`src/core/timer_params.svh`:
```
// Constants for the capture/compare timer: register offsets, field positions and reset values.
`ifndef TIMER_PARAMS_SVH
`define TIMER_PARAMS_SVH
`define ADDR_COUNTER 4'h0
`define ADDR_MATCH_A 4'h1
`define ADDR_MATCH_B 4'h2
`define ADDR_MODE 4'h3
`define ADDR_CAPCMP 4'h4
`define ADDR_OUTCTL 4'h5
`define ADDR_PRESCALE 4'h6
`define MODE_OPHI 3
`define MODE_OPLO 2
`define MODE_FLIP 1
`define MODE_WRAP 0
`define CC_B_CAPTURE 2
`define CC_A_REVERSE 1
`define CC_A_CAPTURE 0
`define OUT_LEVEL 1
`define OUT_ENABLE 0
`define PS_ESB_HI 6
`define PS_ESB_LO 5
`define PS_ESA_HI 4
`define PS_ESA_LO 3
`define PS_DIV_HI 1
`define PS_DIV_LO 0
`define COUNT_MAX 16'hFFFF
`define COUNT_ZERO 16'h0000
`define COUNT_ONE 16'h0001
`define REG_ZERO 8'h00
`define EDGE_BOTH 2'h2
`define EDGE_RISE 2'h1
`define EDGE_FALL 2'h0
`define EDGE_NONE 2'h3
`endif

```
`src/core/timer_pkg.sv`:
```
// Types shared by the capture/compare timer.
package timer_pkg;
    typedef enum logic [1:0] {MODE_STOP, MODE_FREE, MODE_EDGE_CLEAR, MODE_PULSE} op_mode_e;
    typedef struct packed {
        logic [3:0] adr;
        logic we;
        logic [31:0] dat;
    } bus_req_s;
    typedef struct packed {
        logic rise;
        logic fall;
    } edge_s;
endpackage

```
`src/core/capture_compare_timer.sv`:
```
// Free-running capture/compare timer with pulse output mode and a Wishbone register slave.
//
// The implementer's own choices: the address map and register access over Wishbone.
`timescale 1ns/1ps
`include "timer_params.svh"
module capture_compare_timer
    import timer_pkg::*;
#(
    parameter int WIDTH = 16,
    parameter int DIV_W = 8
)
(
    input wire logic clk_i,
    input wire logic rst_i,
    input wire logic cyc_i,
    input wire logic stb_i,
    input wire logic we_i,
    input wire logic [5:0] adr_i,
    input wire logic [3:0] sel_i,
    input wire logic [31:0] dat_i,
    output logic [31:0] dat_o,
    output logic ack_o,
    input wire logic trigger_in_a_i,
    input wire logic trigger_in_b_i,
    output logic timer_out_o,
    output logic match_a_irq_o,
    output logic match_b_irq_o
);
    logic [WIDTH-1:0] up_counter_reg;
    logic [WIDTH-1:0] match_capture_a_reg;
    logic [WIDTH-1:0] match_capture_b_reg;
    logic [7:0] mode_reg;
    logic [7:0] capcmp_reg;
    logic [7:0] outctl_reg;
    logic [7:0] prescale_reg;
    logic wrap_flag_reg;
    logic timer_out_reg;
    logic match_a_irq_reg;
    logic match_b_irq_reg;
    logic ack_reg;
    logic [31:0] rdata_reg;
    logic [DIV_W-1:0] div_reg;
    logic [1:0] sync_a_reg;
    logic [1:0] sync_b_reg;
    logic prev_a_reg;
    logic prev_b_reg;
    bus_req_s req;
    edge_s edge_a;
    edge_s edge_b;
    op_mode_e op_mode;
    logic tick;
    logic bus_wr;
    logic valid_a;
    logic reverse_a;
    logic valid_b;
    logic b_detect;
    logic match_a;
    logic match_b;
    logic a_is_capture;
    logic b_is_capture;
    logic counting;
    logic toggle;
    logic [DIV_W-1:0] div_limit;

    assign req = '{adr: adr_i[5:2], we: we_i, dat: dat_i};
    assign bus_wr = cyc_i && stb_i && req.we && !ack_reg && sel_i[0];
    assign op_mode = op_mode_e'({mode_reg[`MODE_OPHI], mode_reg[`MODE_OPLO]});
    assign counting = (op_mode == MODE_FREE) || (op_mode == MODE_PULSE) || (op_mode == MODE_EDGE_CLEAR);
    assign a_is_capture = capcmp_reg[`CC_A_CAPTURE];
    assign b_is_capture = capcmp_reg[`CC_B_CAPTURE];

    // Count clock prescaler: the count advances on a tick every (2^sel) system clocks.
    assign div_limit = DIV_W'((1 << prescale_reg[`PS_DIV_HI:`PS_DIV_LO]) - 1);
    assign tick = (div_reg == div_limit);

    always_ff @(posedge clk_i)
    begin
        if (rst_i || !counting || tick)
            div_reg <= '0;
        else
            div_reg <= div_reg + DIV_W'(1);
    end

    // Two-stage synchronisers; only the second stage feeds edge detection.
    always_ff @(posedge clk_i)
    begin
        if (rst_i)
        begin
            sync_a_reg <= 2'h0;
            sync_b_reg <= 2'h0;
            prev_a_reg <= 1'b0;
            prev_b_reg <= 1'b0;
        end
        else
        begin
            sync_a_reg <= {sync_a_reg[0], trigger_in_a_i};
            sync_b_reg <= {sync_b_reg[0], trigger_in_b_i};
            prev_a_reg <= sync_a_reg[1];
            prev_b_reg <= sync_b_reg[1];
        end
    end

    assign edge_a = '{rise: sync_a_reg[1] && !prev_a_reg, fall: !sync_a_reg[1] && prev_a_reg};
    assign edge_b = '{rise: sync_b_reg[1] && !prev_b_reg, fall: !sync_b_reg[1] && prev_b_reg};

    function automatic logic edge_hit(input edge_s e, input logic [1:0] es);
        case (es)
            `EDGE_FALL: edge_hit = e.fall;
            `EDGE_RISE: edge_hit = e.rise;
            `EDGE_BOTH: edge_hit = e.rise || e.fall;
            default: edge_hit = 1'b0;
        endcase
    endfunction

    assign valid_a = edge_hit(edge_a, prescale_reg[`PS_ESA_HI:`PS_ESA_LO]);
    // The opposite edge of trigger A feeds reverse-phase capture into register A.
    // Both-edge or disabled selections have no opposite edge, so they never capture this way.
    always_comb
    begin
        case (prescale_reg[`PS_ESA_HI:`PS_ESA_LO])
            `EDGE_RISE: reverse_a = edge_a.fall;
            `EDGE_FALL: reverse_a = edge_a.rise;
            default: reverse_a = 1'b0;
        endcase
    end
    assign valid_b = edge_hit(edge_b, prescale_reg[`PS_ESB_HI:`PS_ESB_LO]);
    assign b_detect = prescale_reg[`PS_ESB_HI:`PS_ESB_LO] != `EDGE_NONE;

    assign match_a = counting && !a_is_capture && (up_counter_reg == match_capture_a_reg);
    assign match_b = counting && !b_is_capture && (up_counter_reg == match_capture_b_reg);

    // Counter: free mode never clears on compare; pulse mode restarts after A match.
    always_ff @(posedge clk_i)
    begin
        if (rst_i || !counting)
            up_counter_reg <= '0;
        else if (tick)
        begin
            if (op_mode == MODE_PULSE && match_a)
                up_counter_reg <= '0;
            else
                up_counter_reg <= up_counter_reg + WIDTH'(1);
        end
    end

    // A compare-equal state lasts one tick, so events fire on the tick that leaves it.
    always_ff @(posedge clk_i)
    begin
        if (rst_i)
            match_a_irq_reg <= 1'b0;
        else
            match_a_irq_reg <= (tick && match_a) ||
                               (counting && a_is_capture && valid_b);
    end

    always_ff @(posedge clk_i)
    begin
        if (rst_i)
            match_b_irq_reg <= 1'b0;
        else
            match_b_irq_reg <= (tick && match_b) ||
                               (counting && b_is_capture && valid_a);
    end

    // Register A capture: trigger B edge, or trigger A reverse phase with no interrupt.
    always_ff @(posedge clk_i)
    begin
        if (rst_i)
            match_capture_a_reg <= '0;
        else if (counting && a_is_capture && capcmp_reg[`CC_A_REVERSE] && reverse_a)
            match_capture_a_reg <= up_counter_reg;
        else if (counting && a_is_capture && !capcmp_reg[`CC_A_REVERSE] && valid_b)
            match_capture_a_reg <= up_counter_reg;
        else if (bus_wr && req.adr == `ADDR_MATCH_A && !a_is_capture)
            match_capture_a_reg <= WIDTH'(req.dat);
    end

    // Register B capture uses only trigger A; trigger B edges never reach it.
    always_ff @(posedge clk_i)
    begin
        if (rst_i)
            match_capture_b_reg <= '0;
        else if (counting && b_is_capture && valid_a)
            match_capture_b_reg <= up_counter_reg;
        else if (bus_wr && req.adr == `ADDR_MATCH_B && !b_is_capture)
            match_capture_b_reg <= WIDTH'(req.dat);
    end

    // Wrap flag: set by hardware wins over a software clear in the same cycle.
    always_ff @(posedge clk_i)
    begin
        if (rst_i)
            wrap_flag_reg <= 1'b0;
        else if (tick && op_mode == MODE_FREE && up_counter_reg == `COUNT_MAX)
            wrap_flag_reg <= 1'b1;
        else if (bus_wr && req.adr == `ADDR_MODE && !req.dat[`MODE_WRAP])
            wrap_flag_reg <= 1'b0;
    end

    always_ff @(posedge clk_i)
    begin
        if (rst_i)
        begin
            mode_reg <= `REG_ZERO;
            capcmp_reg <= `REG_ZERO;
            outctl_reg <= `REG_ZERO;
            prescale_reg <= `REG_ZERO;
        end
        else if (bus_wr)
        begin
            case (req.adr)
                `ADDR_MODE: mode_reg <= req.dat[7:0];
                `ADDR_CAPCMP: capcmp_reg <= req.dat[7:0];
                `ADDR_OUTCTL: outctl_reg <= req.dat[7:0];
                `ADDR_PRESCALE: prescale_reg <= req.dat[7:0];
                default: ;
            endcase
        end
    end

    // Output toggles; in pulse mode the level rises at restart and falls after B match.
    always_comb
    begin
        toggle = 1'b0;
        if (op_mode == MODE_PULSE)
            toggle = tick && (match_a || match_b);
        else if (a_is_capture && b_is_capture)
            toggle = mode_reg[`MODE_FLIP] && valid_a;
        else
            toggle = tick && (match_a || match_b);
    end

    always_ff @(posedge clk_i)
    begin
        if (rst_i)
            timer_out_reg <= 1'b0;
        else if (!outctl_reg[`OUT_ENABLE] || b_detect)
            timer_out_reg <= outctl_reg[`OUT_LEVEL];
        else if (op_mode == MODE_PULSE && tick && match_a)
            timer_out_reg <= 1'b1;
        else if (op_mode == MODE_PULSE && tick && match_b)
            timer_out_reg <= 1'b0;
        else if (toggle)
            timer_out_reg <= !timer_out_reg;
    end

    // Register read path; reading the counter has no side effect.
    always_ff @(posedge clk_i)
    begin
        if (rst_i)
            rdata_reg <= '0;
        else
        begin
            case (req.adr)
                `ADDR_COUNTER: rdata_reg <= 32'(up_counter_reg);
                `ADDR_MATCH_A: rdata_reg <= 32'(match_capture_a_reg);
                `ADDR_MATCH_B: rdata_reg <= 32'(match_capture_b_reg);
                `ADDR_MODE: rdata_reg <= {24'h000000, mode_reg[7:1], wrap_flag_reg};
                `ADDR_CAPCMP: rdata_reg <= {24'h000000, capcmp_reg};
                `ADDR_OUTCTL: rdata_reg <= {24'h000000, outctl_reg};
                `ADDR_PRESCALE: rdata_reg <= {24'h000000, prescale_reg};
                default: rdata_reg <= 32'h00000000;
            endcase
        end
    end

    always_ff @(posedge clk_i)
    begin
        if (rst_i)
            ack_reg <= 1'b0;
        else
            ack_reg <= cyc_i && stb_i && !ack_reg;
    end

    assign ack_o = ack_reg;
    assign dat_o = rdata_reg;
    assign timer_out_o = timer_out_reg;
    assign match_a_irq_o = match_a_irq_reg;
    assign match_b_irq_o = match_b_irq_reg;

    // Counter, wrap flag and read path.
    a_counter_wraps: assert property (@(posedge clk_i) disable iff (rst_i)
        tick && op_mode == MODE_FREE && up_counter_reg == `COUNT_MAX |=> up_counter_reg == `COUNT_ZERO)
        else $error("counter did not wrap");
    a_wrap_sets: assert property (@(posedge clk_i) disable iff (rst_i)
        tick && op_mode == MODE_FREE && up_counter_reg == `COUNT_MAX |=> wrap_flag_reg)
        else $error("wrap flag not set");
    a_wrap_only_free: assert property (@(posedge clk_i) disable iff (rst_i)
        op_mode != MODE_FREE && !wrap_flag_reg |=> !wrap_flag_reg)
        else $error("wrap flag set outside free mode");
    a_wrap_sticky: assert property (@(posedge clk_i) disable iff (rst_i)
        wrap_flag_reg && !bus_wr |=> wrap_flag_reg)
        else $error("wrap flag cleared itself");
    a_free_no_clear: assert property (@(posedge clk_i) disable iff (rst_i)
        tick && op_mode == MODE_FREE && $stable(op_mode) && up_counter_reg != `COUNT_MAX
        |=> up_counter_reg == $past(up_counter_reg) + WIDTH'(1))
        else $error("free counter skipped");
    a_counter_stops: assert property (@(posedge clk_i) disable iff (rst_i)
        !counting |=> up_counter_reg == `COUNT_ZERO)
        else $error("stopped counter not cleared");
    a_read_counter: assert property (@(posedge clk_i) disable iff (rst_i)
        req.adr == `ADDR_COUNTER |=> dat_o == 32'($past(up_counter_reg)))
        else $error("counter read returned a stale value");
    a_ack_once: assert property (@(posedge clk_i) disable iff (rst_i)
        ack_o |=> !ack_o)
        else $error("acknowledge held longer than one cycle");

    // Compare and capture events.
    a_irq_a_match: assert property (@(posedge clk_i) disable iff (rst_i)
        tick && match_a |=> match_a_irq_o)
        else $error("missing A interrupt");
    a_irq_b_match: assert property (@(posedge clk_i) disable iff (rst_i)
        tick && match_b |=> match_b_irq_o)
        else $error("missing B interrupt");
    a_irq_a_quiet: assert property (@(posedge clk_i) disable iff (rst_i)
        !(tick && match_a) && !(counting && a_is_capture && valid_b) |=> !match_a_irq_o)
        else $error("spurious A interrupt");
    a_irq_b_quiet: assert property (@(posedge clk_i) disable iff (rst_i)
        !(tick && match_b) && !(counting && b_is_capture && valid_a) |=> !match_b_irq_o)
        else $error("spurious B interrupt");
    a_capture_b_value: assert property (@(posedge clk_i) disable iff (rst_i)
        counting && b_is_capture && valid_a |=> match_capture_b_reg == $past(up_counter_reg) && match_b_irq_o)
        else $error("B capture wrong");
    a_capture_a_value: assert property (@(posedge clk_i) disable iff (rst_i)
        counting && a_is_capture && !capcmp_reg[`CC_A_REVERSE] && valid_b
        |=> match_capture_a_reg == $past(up_counter_reg) && match_a_irq_o)
        else $error("A capture wrong");
    a_b_ignores_trig_b: assert property (@(posedge clk_i) disable iff (rst_i)
        b_is_capture && !valid_a |=> $stable(match_capture_b_reg))
        else $error("B changed without a trigger A edge");
    a_a_role_kept: assert property (@(posedge clk_i) disable iff (rst_i)
        a_is_capture && !valid_b && !reverse_a |=> $stable(match_capture_a_reg))
        else $error("capture register A overwritten");
    a_reverse_quiet: assert property (@(posedge clk_i) disable iff (rst_i)
        counting && a_is_capture && capcmp_reg[`CC_A_REVERSE] && reverse_a && !valid_b
        |=> match_capture_a_reg == $past(up_counter_reg) && !match_a_irq_o)
        else $error("reverse capture wrong or raised interrupt");
    a_sync_a: assert property (@(posedge clk_i) disable iff (rst_i)
        edge_a.rise |-> $past(trigger_in_a_i, 2))
        else $error("trigger A edge not from the synchronised pin");
    a_sync_b: assert property (@(posedge clk_i) disable iff (rst_i)
        edge_b.fall |-> !$past(trigger_in_b_i, 2))
        else $error("trigger B edge not from the synchronised pin");

    // Output pin; most checks only hold while the pin is enabled and trigger B detection is off.
    a_out_blocked: assert property (@(posedge clk_i) disable iff (rst_i)
        b_detect ##1 b_detect && $stable(outctl_reg) |-> timer_out_o == outctl_reg[`OUT_LEVEL])
        else $error("output active with trigger B");
    a_out_match_toggle: assert property (@(posedge clk_i) disable iff (rst_i)
        op_mode == MODE_FREE && !(a_is_capture && b_is_capture) && tick && (match_a || match_b) &&
        outctl_reg[`OUT_ENABLE] && !b_detect |=> timer_out_o != $past(timer_out_o))
        else $error("output missed a compare toggle");
    a_flip_edge: assert property (@(posedge clk_i) disable iff (rst_i)
        op_mode == MODE_FREE && a_is_capture && b_is_capture && mode_reg[`MODE_FLIP] && valid_a &&
        outctl_reg[`OUT_ENABLE] && !b_detect |=> timer_out_o != $past(timer_out_o))
        else $error("output missed a trigger A toggle");
    a_capture_quiet_out: assert property (@(posedge clk_i) disable iff (rst_i)
        op_mode == MODE_FREE && a_is_capture && b_is_capture && !mode_reg[`MODE_FLIP] &&
        outctl_reg[`OUT_ENABLE] && !b_detect |=> $stable(timer_out_o))
        else $error("output toggled with both registers capturing");
    a_pulse_restart: assert property (@(posedge clk_i) disable iff (rst_i)
        op_mode == MODE_PULSE && tick && match_a && outctl_reg[`OUT_ENABLE] && !b_detect
        |=> up_counter_reg == `COUNT_ZERO && timer_out_o)
        else $error("pulse restart wrong");
    a_pulse_counts: assert property (@(posedge clk_i) disable iff (rst_i)
        op_mode == MODE_PULSE && $stable(op_mode) && tick && !match_a
        |=> up_counter_reg == $past(up_counter_reg) + WIDTH'(1))
        else $error("pulse period counter skipped");
    a_pulse_falls: assert property (@(posedge clk_i) disable iff (rst_i)
        op_mode == MODE_PULSE && tick && match_b && !match_a && outctl_reg[`OUT_ENABLE] && !b_detect
        |=> !timer_out_o)
        else $error("pulse did not end at B match");

    c_wrap: cover property (@(posedge clk_i) disable iff (rst_i) $rose(wrap_flag_reg));
    c_pulse: cover property (@(posedge clk_i) disable iff (rst_i) op_mode == MODE_PULSE && $fell(timer_out_o));
    c_capture_a: cover property (@(posedge clk_i) disable iff (rst_i) a_is_capture && valid_b);
    c_flip: cover property (@(posedge clk_i) disable iff (rst_i)
        a_is_capture && b_is_capture && mode_reg[`MODE_FLIP] && valid_a);
    c_reverse: cover property (@(posedge clk_i) disable iff (rst_i)
        capcmp_reg[`CC_A_REVERSE] && a_is_capture && reverse_a);
endmodule

```
`config.mk`:
```
export PLATFORM = sky130hd
export DESIGN_NAME = capture_compare_timer
export DESIGN_NICKNAME = d
export VERILOG_FILES = /design/src/core/timer_pkg.sv /design/src/core/capture_compare_timer.sv
export VERILOG_INCLUDE_DIRS = /design/src /design/src/core
export SDC_FILE = /design/constraint.sdc
export NUM_CORES = 1
export LEC_CHECK = 0
export BUFFER_PORTS_ARGS = -buffer_cell sky130_fd_sc_hd__buf_4
export CAP_MARGIN = 20
export CELL_PAD_IN_SITES_DETAIL_PLACEMENT = 1
export CELL_PAD_IN_SITES_GLOBAL_PLACEMENT = 1
export CORE_ASPECT_RATIO = 1.1
export CORE_MARGIN = 3
export CORE_UTILIZATION = 44
export DETAILED_ROUTE_END_ITERATION = 10
export PLACE_DENSITY = 0.77
export SLEW_MARGIN = 5
export SYNTH_ARGS = -nofsm -noshare
export SYNTH_HDL_FRONTEND = slang
export SYNTH_SLANG_ARGS = --single-unit
```
`constraint.sdc`:
```
create_clock -name clk_i -period 2.6 [get_ports clk_i]
set_clock_uncertainty 0.15 [all_clocks]
set_input_delay 0.13 -clock clk_i [delete_from_list [all_inputs] [get_ports clk_i]]
set_output_delay 0.13 -clock clk_i [all_outputs]
set_load 0.01 [all_outputs]
```
-- Word-level counts from Yosys, hierarchy flattened
Index checks and enable logic that the tools add are counted.
- flip-flop bits (word level): 131
- input port bits: 49
- add/subtract/negate cells: 3
- equal/unequal tests: 18
- shift-type cells: 1
- muxes and demuxes: 18
- reductions and logical operators: 71
- operators by type and width (kind ; number):
    $pmux W16 S7 ; 1
    $mux W16 ; 6
    $logic_and A1 B1 Y1 ; 38
    $eq A16 B16 Y1 ; 2
    $add A16 B1 Y16 const B ; 1
    $eq A16 B16 Y1 const B ; 1
    $eq A4 B3 Y1 const B ; 3
    $logic_not A1 Y1 ; 12
    $logic_or A1 B1 Y1 ; 10
    $add A8 B1 Y8 const B ; 1
    $eq A2 B2 Y1 const B ; 4
    $eq A4 B2 Y1 const B ; 2
    $eq A8 B8 Y1 ; 1
    $mux W1 ; 8
    $reduce_and A2 Y1 ; 4
    $shl A1 B2 Y8 const A ; 1
    $sub A8 B2 Y8 const B ; 1
    $eq A2 B1 Y1 const B ; 3
    $pmux W1 S3 ; 2
    $eq A4 B1 Y1 const B ; 1
    $logic_not A2 Y1 ; 2
    $logic_not A4 Y1 ; 1
    $reduce_bool A2 Y1 ; 2
    $reduce_bool A4 Y1 ; 1
    3 further kinds ; 3

-- Logic depth before layout (Yosys ltp)
Gate-level depths: netlist (run 1).
- depth after elaboration: 13
- depth in mapped cells: 9
- gate-level depth less buffers: 8

-- Worst setup path after synthesis (run 1)
No wires, ideal clock.
- path kind: register to register
- start: register prescale_reg[0]
- end: register up_counter_reg[11]
- arrival time: 2.157 ns
- data required time: 2.386 ns
- setup slack: 0.229 ns
- stages on the path, launching flop included: 10
- path buffers: 1
- period minus slack after synthesis: 2.371 ns
- path through: dfxtp_1 or2b_2 ha_1 xnor2_1 nor4_4 and3_4 and3_1 a211o_4 buf_12 nor2_1
- longest elaborated chain between the ends: 3
- ends and longest elaborated chain (element ; line ; RTL):
    start: declaration ; capture_compare_timer.sv:35 ; logic [7:0] prescale_reg;
    start signal: assignment ; capture_compare_timer.sv:207 ; prescale_reg <= `REG_ZERO;
    start signal: assignment ; capture_compare_timer.sv:215 ; `ADDR_PRESCALE: prescale_reg <= req.dat[7:0];
    $shl A1 B2 Y8 ; capture_compare_timer.sv:73 ; assign div_limit = DIV_W'((1 << prescale_reg[`PS_DIV_HI:`PS_DIV_LO]) - 1);
    $sub A8 B2 Y8 ; capture_compare_timer.sv:73 ;
    $eq A8 B8 Y1 ; capture_compare_timer.sv:74 ; assign tick = (div_reg == div_limit);
    end signal: assignment ; capture_compare_timer.sv:142 ; up_counter_reg <= up_counter_reg + WIDTH'(1);
    end: declaration ; capture_compare_timer.sv:29 ; logic [WIDTH-1:0] up_counter_reg;
Every way passes these cells.
A chain may end at the register's enable or synchronous reset.

-- Worst setup path after layout (run 1)
- start: register prescale_reg[0]
- end: register up_counter_reg[15]
The elaborated chain is that of the path after synthesis.

==> results.yml, run 1 <==
outcome:
  outcome: "finished, final reports clean"
clock_tree:
  path_clk_slew_ns: 0.06
  cts_root_buffer: "sky130_fd_sc_hd__clkbuf_16"
  tritoncts: "yes"
  htree_num_levels: 4
  clock_sink_count: 114
  clk_latency_ns: 0.42
  clk_path_buf_depth: 2
  cts-buffers-inserted: 17
worst_hold_path:
  worst_hold_startpoint: "adr_i[4]"
  timing.hold.worst_endpoint: "dat_o[5]"
  min_delay_path_depth: 3
  hold_path_class: "input port to flip-flop"
floorplanning:
  fp.dieArea_um2: 15020
  rows: 44
  floorplan.core_area_um2: 13270
  initial_core_util_pct: 45.04
  io_pins: 85
  die_height_um: 128.2
  die_x_um: 117.1
sta:
  slew-limit-headroom_pct: 49.29
  final.setup.tns_ns: 0
  rsz0062_at_grt: "no"
  worst-slew-pin-transition_ns: 0.7606
  fmax_mhz: 402.7
  fin_crit_ns: 2.483
  report.final.hold_viol_count: 0
  timing_max_transition_violations_final: 0
  final.period_utilization_pct: 95.51
  final-setup-viol-count: 0
detailed_routing:
  via_per_inst: 5.655
  drt_iter0_markers: 346
  route.antenna.remaining_nets: 0
  detailroute.via_count: 5140
  drc: 0
  drt_total_wl_um: 18300
  first_pass_iters: 6
  wl_per_cell_um: 20.14
worst_setup_path:
  critPathKind: "flip-flop to flip-flop"
  crit_path_frequent_cell: "sky130_fd_sc_hd__xnor2_1"
  worstSetupPathDepth: 8
  crit_required_ns: 2.75
  rrSetupSlack_ns: 0.12
  critPathBufInv: 0
  critPathArrivalTime_ns: 2.63
  crit_slowest_cell: "sky130_fd_sc_hd__nor4_1"
  critPathMaxFanout: 14
  r2r.worst_path.cells: 8
  cpLargestDelayFamily: "simple AND/OR/NAND/NOR gates"
  critical-path-max-stage-delay_ns: 0.42
  rr_endpoint: "up_counter_reg[15]"
  cell_chain_critical_path: "or2b_2 > ha_1 > xnor2_1 > nor4_4 > nand3_4 > nor4_1 > xnor2_1 > nor2_1"
  worstReg2RegStart: "prescale_reg[0]"
  timing.critical_path.to_type: "flip-flop"
  critPathLaunchType: "flip-flop"
synthesis:
  netlist-cell-type-count: 64
  synth-edff-count: 0
  synth_top_cell_area_share_pct: 38.19
  syn_inst: 652
  cell_type_with_the_largest_total_area_after_synthesis: "sky130_fd_sc_hd__dfxtp_1"
  synth_simple_gate_area_share_pct: 20.00
  xor_and_xnor_area_share_after_synthesis_pct: 7.768
  synth_adder_area_share_pct: 1.466
  ys_seq_elements: 114
  mappedNetlistArea_um2: 5976
  yosys-mux-area-fraction_pct: 13.53
  postSynthAreaPerCell_um2: 9.165
  yosys-top-cells-area: "sky130_fd_sc_hd__dfxtp_1, sky130_fd_sc_hd__mux2i_1, sky130_fd_sc_hd__nor2_1"
  postSynth.asyncResetShare_pct: 0
  synth_area_in_compound_gates_pct: 11.49
  ys.flop_type: "sky130_fd_sc_hd__dfxtp_1"
  synth_top_family_by_area: "simple AND/OR/NAND/NOR gates"
  total_of_warnings_raised_by_yosys: 0
  sequential_cell_area_fraction_in_the_yosys_report_pct: 38.19
global_routing:
  number_of_global_route_vias_before_repair: 5427
  gr-usage-all-layers_pct: 25.33
  globalRouteOverflowTotal: 0
  grt_antenna_before_repair: 0
  grt_max_degree: 41
  grt_pass1_wl_um: 28910
place:
  placed_cells: 853
  post-dp-hpwl_um: 11940
  port_buffers: 47
  globalplace.congestion: 0.8052
  detailed_place.area_um2: 6379
pwr:
  pwr_density_cell_nw_per_um2: 637.5
  p_leak_uw: 0.002774
  peakVddDrop_mv: 0.4573
final_layout:
  post_route_cells_drive_above_1_share_pct: 19.03
  nets: 768
  final_util_pct: 55.01
  antenna_cells_inserted: 0
  post_layout_instance_area_um2: 7298
  final-instance-count-excl-fill: 909
  flow.area_growth_from_synthesis_pct: 22.13
run:
  max_cap_violations: 0
-- placed cells by master, fill, tap and decap left out, types with 4 or more instances in the layout --
| cell | Yosys | layout |
|---|---|---|
| sky130_fd_sc_hd__clkinv_2 | 0 | 5 |
| sky130_fd_sc_hd__inv_1 | 8 | 8 |
| sky130_fd_sc_hd__nor2b_1 | 7 | 7 |
| sky130_fd_sc_hd__a21oi_1 | 31 | 31 |
| sky130_fd_sc_hd__nand2_1 | 31 | 31 |
| sky130_fd_sc_hd__a22oi_1 | 21 | 21 |
| sky130_fd_sc_hd__a221oi_1 | 5 | 5 |
| sky130_fd_sc_hd__nand4_1 | 16 | 16 |
| sky130_fd_sc_hd__mux2i_1 | 65 | 65 |
| sky130_fd_sc_hd__clkbuf_16 | 0 | 17 |
| sky130_fd_sc_hd__nand3_1 | 11 | 11 |
| sky130_fd_sc_hd__mux4_2 | 4 | 4 |
| sky130_fd_sc_hd__or3_1 | 4 | 4 |
| sky130_fd_sc_hd__xor2_1 | 18 | 18 |
| sky130_fd_sc_hd__a211oi_1 | 18 | 18 |
| sky130_fd_sc_hd__nor3_1 | 7 | 7 |
| sky130_fd_sc_hd__nand2b_1 | 6 | 6 |
| sky130_fd_sc_hd__mux2_2 | 6 | 6 |
| sky130_fd_sc_hd__buf_4 | 20 | 70 |
| sky130_fd_sc_hd__dfxtp_1 | 114 | 114 |
| sky130_fd_sc_hd__ha_1 | 7 | 7 |
| sky130_fd_sc_hd__and3_1 | 9 | 9 |
| sky130_fd_sc_hd__bufinv_16 | 0 | 6 |
| sky130_fd_sc_hd__conb_1 | 1 | 16 |
| sky130_fd_sc_hd__nor4_1 | 4 | 4 |
| sky130_fd_sc_hd__dlygate4sd3_1 | 0 | 22 |
| sky130_fd_sc_hd__nor4_4 | 4 | 4 |
| sky130_fd_sc_hd__nor2_1 | 105 | 104 |
| sky130_fd_sc_hd__xnor2_1 | 35 | 35 |
| sky130_fd_sc_hd__o21ai_0 | 7 | 7 |
-- cell usage after synthesis, drive strengths merged, types with 4 or more instances --
library cell,number
buf,45
nand3,12
nand2,31
a22oi,21
or3,5
nor2b,8
nor3,10
mux2i,65
o21ai,8
mux2,6
dfxtp,114
xor2,18
nor2,107
mux4,4
nor4,8
a21oi,31
xnor2,35
ha,7
a211oi,18
nand2b,7
and3,11
clkbuf,22
a221oi,5
inv,8
nand4,17
-- worst max-delay path by stage --
stage	start	to	slack, ns
final	prescale_reg[0]	up_counter_reg[15]	0.12
after global routing	prescale_reg[0]	up_counter_reg[15]	0.008
after CTS	prescale_reg[0]	up_counter_reg[15]	0.1
after detailed placement	prescale_reg[0]	up_counter_reg[15]	0.11
after global placement	prescale_reg[0]	up_counter_reg[12]	0.14
after floorplan	prescale_reg[0]	up_counter_reg[11]	0.23
-- power by group --
part	leakage [µW]	switching, µW	internal [µW]
sequential	0.000919	4.41	1760
combinational	0.00152	124	82.6
clock	0.000337	822	1860
total	0.00277	951	3700
-- through the flow --
stage               setup slack [ns]  hold WS [ns]  power (µW)
floorplan                     0.2291        0.1082        1912
global placement              0.1385        0.1970        1968
detailed placement            0.1147        0.2111        1972
CTS                          0.09620      0.005751        4674
global route                0.007988       0.02511        4787
finish                        0.1166       0.01217        4652
-- metal layers --
layer	routed length [µm]	vias up	GRT usage, %
li1	-	2382	-
met1	7518	2537	30.26
met2	9232	161	42.62
met3	852	60	5.760
met4	700	0	12.01
met5	0	-	0
-- kinds of logic (layout without fill, tap and decap cells) --
logic type	Yosys count	in the layout
adders and majority gates	7	7
xor gates and xnor gates	53	53
DFF	114	114
buffers and inverters	75	133
and+or+nand+nor	228	228
other	1	16
muxes	75	75
AOI/OAI and AO/OA	99	99
-- what timing repair did --
action,4_1_cts,5_1_grt
hold buffers,22,0
hold endpoints to repair,66,0
endpoints found under the setup margin,0,17
gates resized for setup,0,2
buffers inserted,0,2
-- final cells by class --
| type | count | area, µm² |
|---|---|---|
| Timing Repair Buffer | 93 | 765.7 |
| Clock buffer | 21 | 470.5 |
| Fill cell | 1507 | 5969 |
| Tap cell | 184 | 230.2 |
| Inverter | 8 | 30.03 |
| Clock inverter | 11 | 205.2 |
| Multi-Input combinational cell | 478 | 3314 |
| Sequential cell | 114 | 2282 |
-- worst min-delay path: stages --
cell and delay, ns:
sky130_fd_sc_hd__buf_4 0.19, sky130_fd_sc_hd__mux2i_1 0.14, sky130_fd_sc_hd__nor2_1 0.08
(Power assumes the default switching activity.)
==> run 2: changes to the inputs <==
- BUFFER_PORTS_ARGS: -buffer_cell sky130_fd_sc_hd__buf_4 -> -buffer_cell sky130_fd_sc_hd__buf_2
==> run 2 against run 1 <==
Critical path depth is 1 lower. Core utilization is 1.7 points lower. Maximum frequency grew 1.3%. Routed wire length fell by 3.6%. Sequential share of layout area grew 1.0 points. Die area unchanged. Global-route usage down 0.69 points. Design area is 3.1% lower. First-iteration DRC count decreased by 25%.
==> results.yml, run 2 (synthesis results as in run 1) <==
outcome:
  outcome: "finished, final reports clean"
worst_hold_path:
  worst_hold_startpoint: "adr_i[4]"
  hold_path_class: "input port to flip-flop"
sta:
  final.setup.tns_ns: 0
  fmax_mhz: 408.1
  timing_max_transition_violations_final: 0
  worst-slew-pin-transition_ns: 0.7389
  rsz0062_at_grt: "no"
  final.period_utilization_pct: 94.25
  fin_crit_ns: 2.450
  report.final.hold_viol_count: 0
  slew-limit-headroom_pct: 50.56
  final-setup-viol-count: 0
worst_setup_path:
  critical-path-max-stage-delay_ns: 0.42
  timing.critical_path.from: "prescale_reg[0]"
  critPathMaxFanout: 14
  cell_chain_critical_path: "or2b_2 > ha_1 > xnor2_1 > nor4_4 > nand3_4 > or3_1 > a311oi_1"
  cpLargestDelayFamily: "simple AND/OR/NAND/NOR gates"
  worstReg2RegStart: "prescale_reg[0]"
  critPathBufInv: 0
  critPathKind: "flip-flop to flip-flop"
  critPathArrivalTime_ns: 2.63
  critPathLaunchType: "flip-flop"
  crit_required_ns: 2.78
  timing.critical_path.to_type: "flip-flop"
  crit_slowest_cell: "sky130_fd_sc_hd__or3_1"
clock_tree:
  cts-buffers-inserted: 17
  clock_sink_count: 114
  path_clk_slew_ns: 0.05
  cts_root_buffer: "sky130_fd_sc_hd__clkbuf_16"
  tritoncts: "yes"
  clk_latency_ns: 0.43
  htree_num_levels: 4
  clk_path_buf_depth: 2
floorplanning:
  initial_core_util_pct: 45.04
  fp.dieArea_um2: 15020
  die_x_um: 117.1
  floorplan.core_area_um2: 13270
  die_height_um: 128.2
  rows: 44
  io_pins: 85
global_routing:
  grt_max_degree: 34
  number_of_global_route_vias_before_repair: 5247
  gr-usage-all-layers_pct: 24.65
  grt_pass1_wl_um: 28160
  globalRouteOverflowTotal: 0
  grt_antenna_before_repair: 0
final_layout:
  final-instance-count-excl-fill: 909
  multi_input_comb_area_um2: 3317
  layout.cells.most_common: "sky130_fd_sc_hd__dfxtp_1"
  mostFrequentLayoutCells: "sky130_fd_sc_hd__dfxtp_1, sky130_fd_sc_hd__nor2_1, sky130_fd_sc_hd__mux2i_1"
  nets: 769
  flow.area_growth_from_synthesis_pct: 18.36
  antenna_cells_inserted: 0
  sequential_cell_area_um2: 2282
  filler_cell_count: 1528
  post_route_cells_drive_above_1_share_pct: 18.76
  post_layout_instance_area_um2: 7073
pwr:
  p_leak_uw: 0.002686
  peakVddDrop_mv: 0.4360
  pwr_density_cell_nw_per_um2: 579.0
place:
  placed_cells: 854
  port_buffers: 47
  globalplace.congestion: 0.8569
  detailed_place.area_um2: 6281
  post-dp-hpwl_um: 12060
detailed_routing:
  drc: 0
  detailroute.via_count: 5024
  wl_per_cell_um: 19.42
  route.antenna.remaining_nets: 0
  first_pass_iters: 5
  drt_total_wl_um: 17650
  drt_iter0_markers: 261
  via_per_inst: 5.527
run:
  max_cap_violations: 0
[run 2: routing by layer]
metal | routed length (µm) | share of wire, % | global-route usage [%] | vias to the layer above
met5 | 0 | 0 | 0 | -
met4 | 399 | 2.3 | 10.39 | 0
met2 | 8806 | 50 | 41.55 | 129
met3 | 846 | 4.8 | 5.241 | 31
met1 | 7600 | 43 | 30.13 | 2487
li1 | - | - | - | 2377
[run 2: stage by stage]
stage	worst slack [ns]	hold slack, ns	util [%]	power [µW]
2_1_floorplan	0.2291	0.1082	-	1912
3_3_place_gp	0.1634	0.1956	47.28	1959
3_5_place_dp	0.1072	0.2051	47.34	1964
4_1_cts	0.03496	0.03259	53.11	4117
5_1_grt	0.01784	0.08932	53.31	4223
6_report	0.1496	0.05660	53.31	4095
[run 2: path summary, 6_finish.rpt]
kind                   end  slack (ns)  depth (start not counted)
max            timer_out_o        0.15                          7
min               dat_o[5]        0.06                          3
max reg2reg    timer_out_o        0.15                          7
min reg2reg  sync_b_reg[1]        0.29                          1
[run 2: area by class of cell]
cell class / instances / area share, %
clock buffer: 27 / 7.394
clock inverter: 4 / 0.3184
inverter: 8 / 0.4246
multi-input combinational: 478 / 46.90
sequential: 114 / 32.27
tap: 184 / 3.255
timing repair buffer: 94 / 9.446
[run 2: worst reg2reg max path, cell delays in order, from the launching register on]
cell and delay (ns):
sky130_fd_sc_hd__dfxtp_1 0.35, sky130_fd_sc_hd__or2b_2 0.30, sky130_fd_sc_hd__ha_1 0.29, sky130_fd_sc_hd__xnor2_1 0.16, sky130_fd_sc_hd__nor4_4 0.23, sky130_fd_sc_hd__nand3_4 0.24
sky130_fd_sc_hd__or3_1 0.42, sky130_fd_sc_hd__a311oi_1 0.22
[run 2: repair_timing]
| action | in CTS | in global routing |
|---|---|---|
| resized for setup | 0 | 2 |
| endpoints found under the hold margin | 64 | 0 |
| hold buffers | 22 | 0 |
| setup buffers | 0 | 2 |
| endpoints found under the setup margin | 0 | 8 |
[run 2: where the power goes]
group | total (µW) | internal [µW] | switching (µW)
clock network | 2140 | 1360 | 783
logic | 195 | 72.9 | 122
registers | 1760 | 1760 | 4.53
==> run 3: changes to the inputs <==
- CORE_UTILIZATION: 44 -> 47
- PLACE_DENSITY: 0.77 -> 0.82
- clock period: 2.6 -> 3.1 ns (I/O delays scaled with it)
==> run 3 against run 2 <==
Clock power shrank 10%. Sequential share of layout area increased by 0.64 points. Maximum frequency is 7.7% lower. Largest cell class unchanged.
==> results.yml, run 3 (synthesis results as in run 1) <==
sta:
  final-setup-viol-count: 0
  final.period_utilization_pct: 85.66
  fin_crit_ns: 2.656
  slew-limit-headroom_pct: 37.51
  fmax_mhz: 376.6
  rsz0062_at_grt: "no"
  timing_max_transition_violations_final: 0
  final.setup.tns_ns: 0
  report.final.hold_viol_count: 0
  worst-slew-pin-transition_ns: 0.9373
  hold_ws_ns: 0.02048
detailed_routing:
  drc: 0
  via_per_inst: 5.793
  drt_total_wl_um: 17920
  first_pass_iters: 5
  detailroute.via_count: 5011
  wl_per_cell_um: 20.72
  drt_iter0_markers: 334
  route.antenna.remaining_nets: 0
clock_tree:
  hold_buffers: 20
  path_clk_slew_ns: 0.05
  clk_path_buf_depth: 2
  post-cts-setup-buffers: 0
  tritoncts: "yes"
  clock_sink_count: 114
  cts-buffers-inserted: 17
  cts_resized: 0
  htree_num_levels: 4
  clk_latency_ns: 0.41
  cts_root_buffer: "sky130_fd_sc_hd__clkbuf_16"
global_routing:
  grt_max_degree: 33
  grt_use_met2_pct: 44.12
  globalRouteOverflowTotal: 0
  grt_busiest_layer: "met2"
  gr-usage-all-layers_pct: 26.01
  number_of_global_route_vias_before_repair: 5368
  grt_antenna_before_repair: 0
  grt_pass1_wl_um: 28900
  met3_usage_pct: 5.734
  groute.layer.met1.usage_pct: 32.55
pwr:
  power.switching_fraction_pct: 21.17
  seqPwrFrac_pct: 41.5
  power_switching_uw: 754.2
  peakVddDrop_mv: 0.4645
  pwr_density_cell_nw_per_um2: 513.6
  internal-power_uw: 2808
  pwr-share-clk_pct: 54.0
  report.power.total_uw: 3562
  combPwrFrac_pct: 4.6
  p_leak_uw: 0.002623
final_layout:
  nets: 756
  post_layout_instance_area_um2: 6935
  filler_cell_count: 1411
  layout.cells.most_common: "sky130_fd_sc_hd__dfxtp_1"
  mostFrequentLayoutCells: "sky130_fd_sc_hd__dfxtp_1, sky130_fd_sc_hd__nor2_1, sky130_fd_sc_hd__mux2i_1"
  flow.area_growth_from_synthesis_pct: 16.06
  multi_input_comb_area_um2: 3306
  sequential_cell_area_um2: 2282
  antenna_cells_inserted: 0
  post_route_cells_drive_above_1_share_pct: 17.30
outcome:
  outcome: "finished, final reports clean"
worst_setup_path:
  crit_required_ns: 3.24
  critPathLaunchType: "flip-flop"
  critPathKind: "flip-flop to flip-flop"
  critPathArrivalTime_ns: 2.80
  timing.critical_path.to_type: "flip-flop"
  critPathMaxFanout: 14
floorplanning:
  initial_core_util_pct: 48.80
  die_x_um: 113.5
  fp.dieArea_um2: 14100
  io_pins: 85
  rows: 42
  floorplan.core_area_um2: 12240
  die_height_um: 124.3
place:
  globalplace.congestion: 0.8728
  detailed_place.area_um2: 6155
  port_buffers: 47
  post-dp-hpwl_um: 12000
run:
  max_cap_violations: 0
worst_hold_path:
  hold_path_class: "input port to flip-flop"
## run 3: cell types whose count changed in the layout (fill, tap and decap cells not counted), sizes merged
cell and change:
buf -11, dlygate4sd3 -2, clkinvlp -1, bufinv +2, clkbuf -2
## run 3: worst paths after layout
path                                 startpoint  slack [ns]  cells after the start                 to
worst max-delay path            prescale_reg[0]        0.44                      8  up_counter_reg[4]
worst min-delay path                      stb_i        0.02                      3              ack_o
worst max register to register  prescale_reg[0]        0.44                      8  up_counter_reg[4]
worst min register to register    sync_a_reg[0]        0.29                      1      sync_a_reg[1]
## run 3: stage by stage
stage                     worst slack, ns  utilization [%]  cells
after floorplan                    0.7291                -    667
after global placement             0.5454            50.17    814
after detailed placement           0.4755            50.27    815
after CTS                          0.4336            56.64    865
after global routing               0.2905            56.64    865
final                              0.4444            56.64    865
## run 3: cell type report
cell class              instances  area share (%)
multi-input cells             478           47.66
flip-flops and latches        114           32.91
repair buffers                 81           7.848
clock buffers                  25           7.288
well taps                     154           2.778
clock inverters                 5           1.082
inverters                       8          0.4330
## run 3: critical path, stage by stage, from the launching register on
cell and delay (ns):
sky130_fd_sc_hd__dfxtp_1 0.44, sky130_fd_sc_hd__or2b_2 0.32, sky130_fd_sc_hd__ha_1 0.28, sky130_fd_sc_hd__xnor2_1 0.16, sky130_fd_sc_hd__nor4_4 0.24, sky130_fd_sc_hd__and3_4 0.35
sky130_fd_sc_hd__and3_1 0.27, sky130_fd_sc_hd__a211o_4 0.25, sky130_fd_sc_hd__nor2_1 0.08
## run 3: layer usage
metal / wire length (µm) / up-vias
met5: 0 / -
met4: 303 / 0
met3: 894 / 30
met2: 9224 / 160
met1: 7499 / 2476
li1: - / 2345
## run 3: power groups by stage
stage	Clock, µW	Combinational [µW]	Sequential (µW)
floorplan	0	96.9	1510
global placement	0	135	1510
detailed placement	0	140	1510
CTS	1950	161	1480
global route	2030	174	1480
finish	1920	162	1480
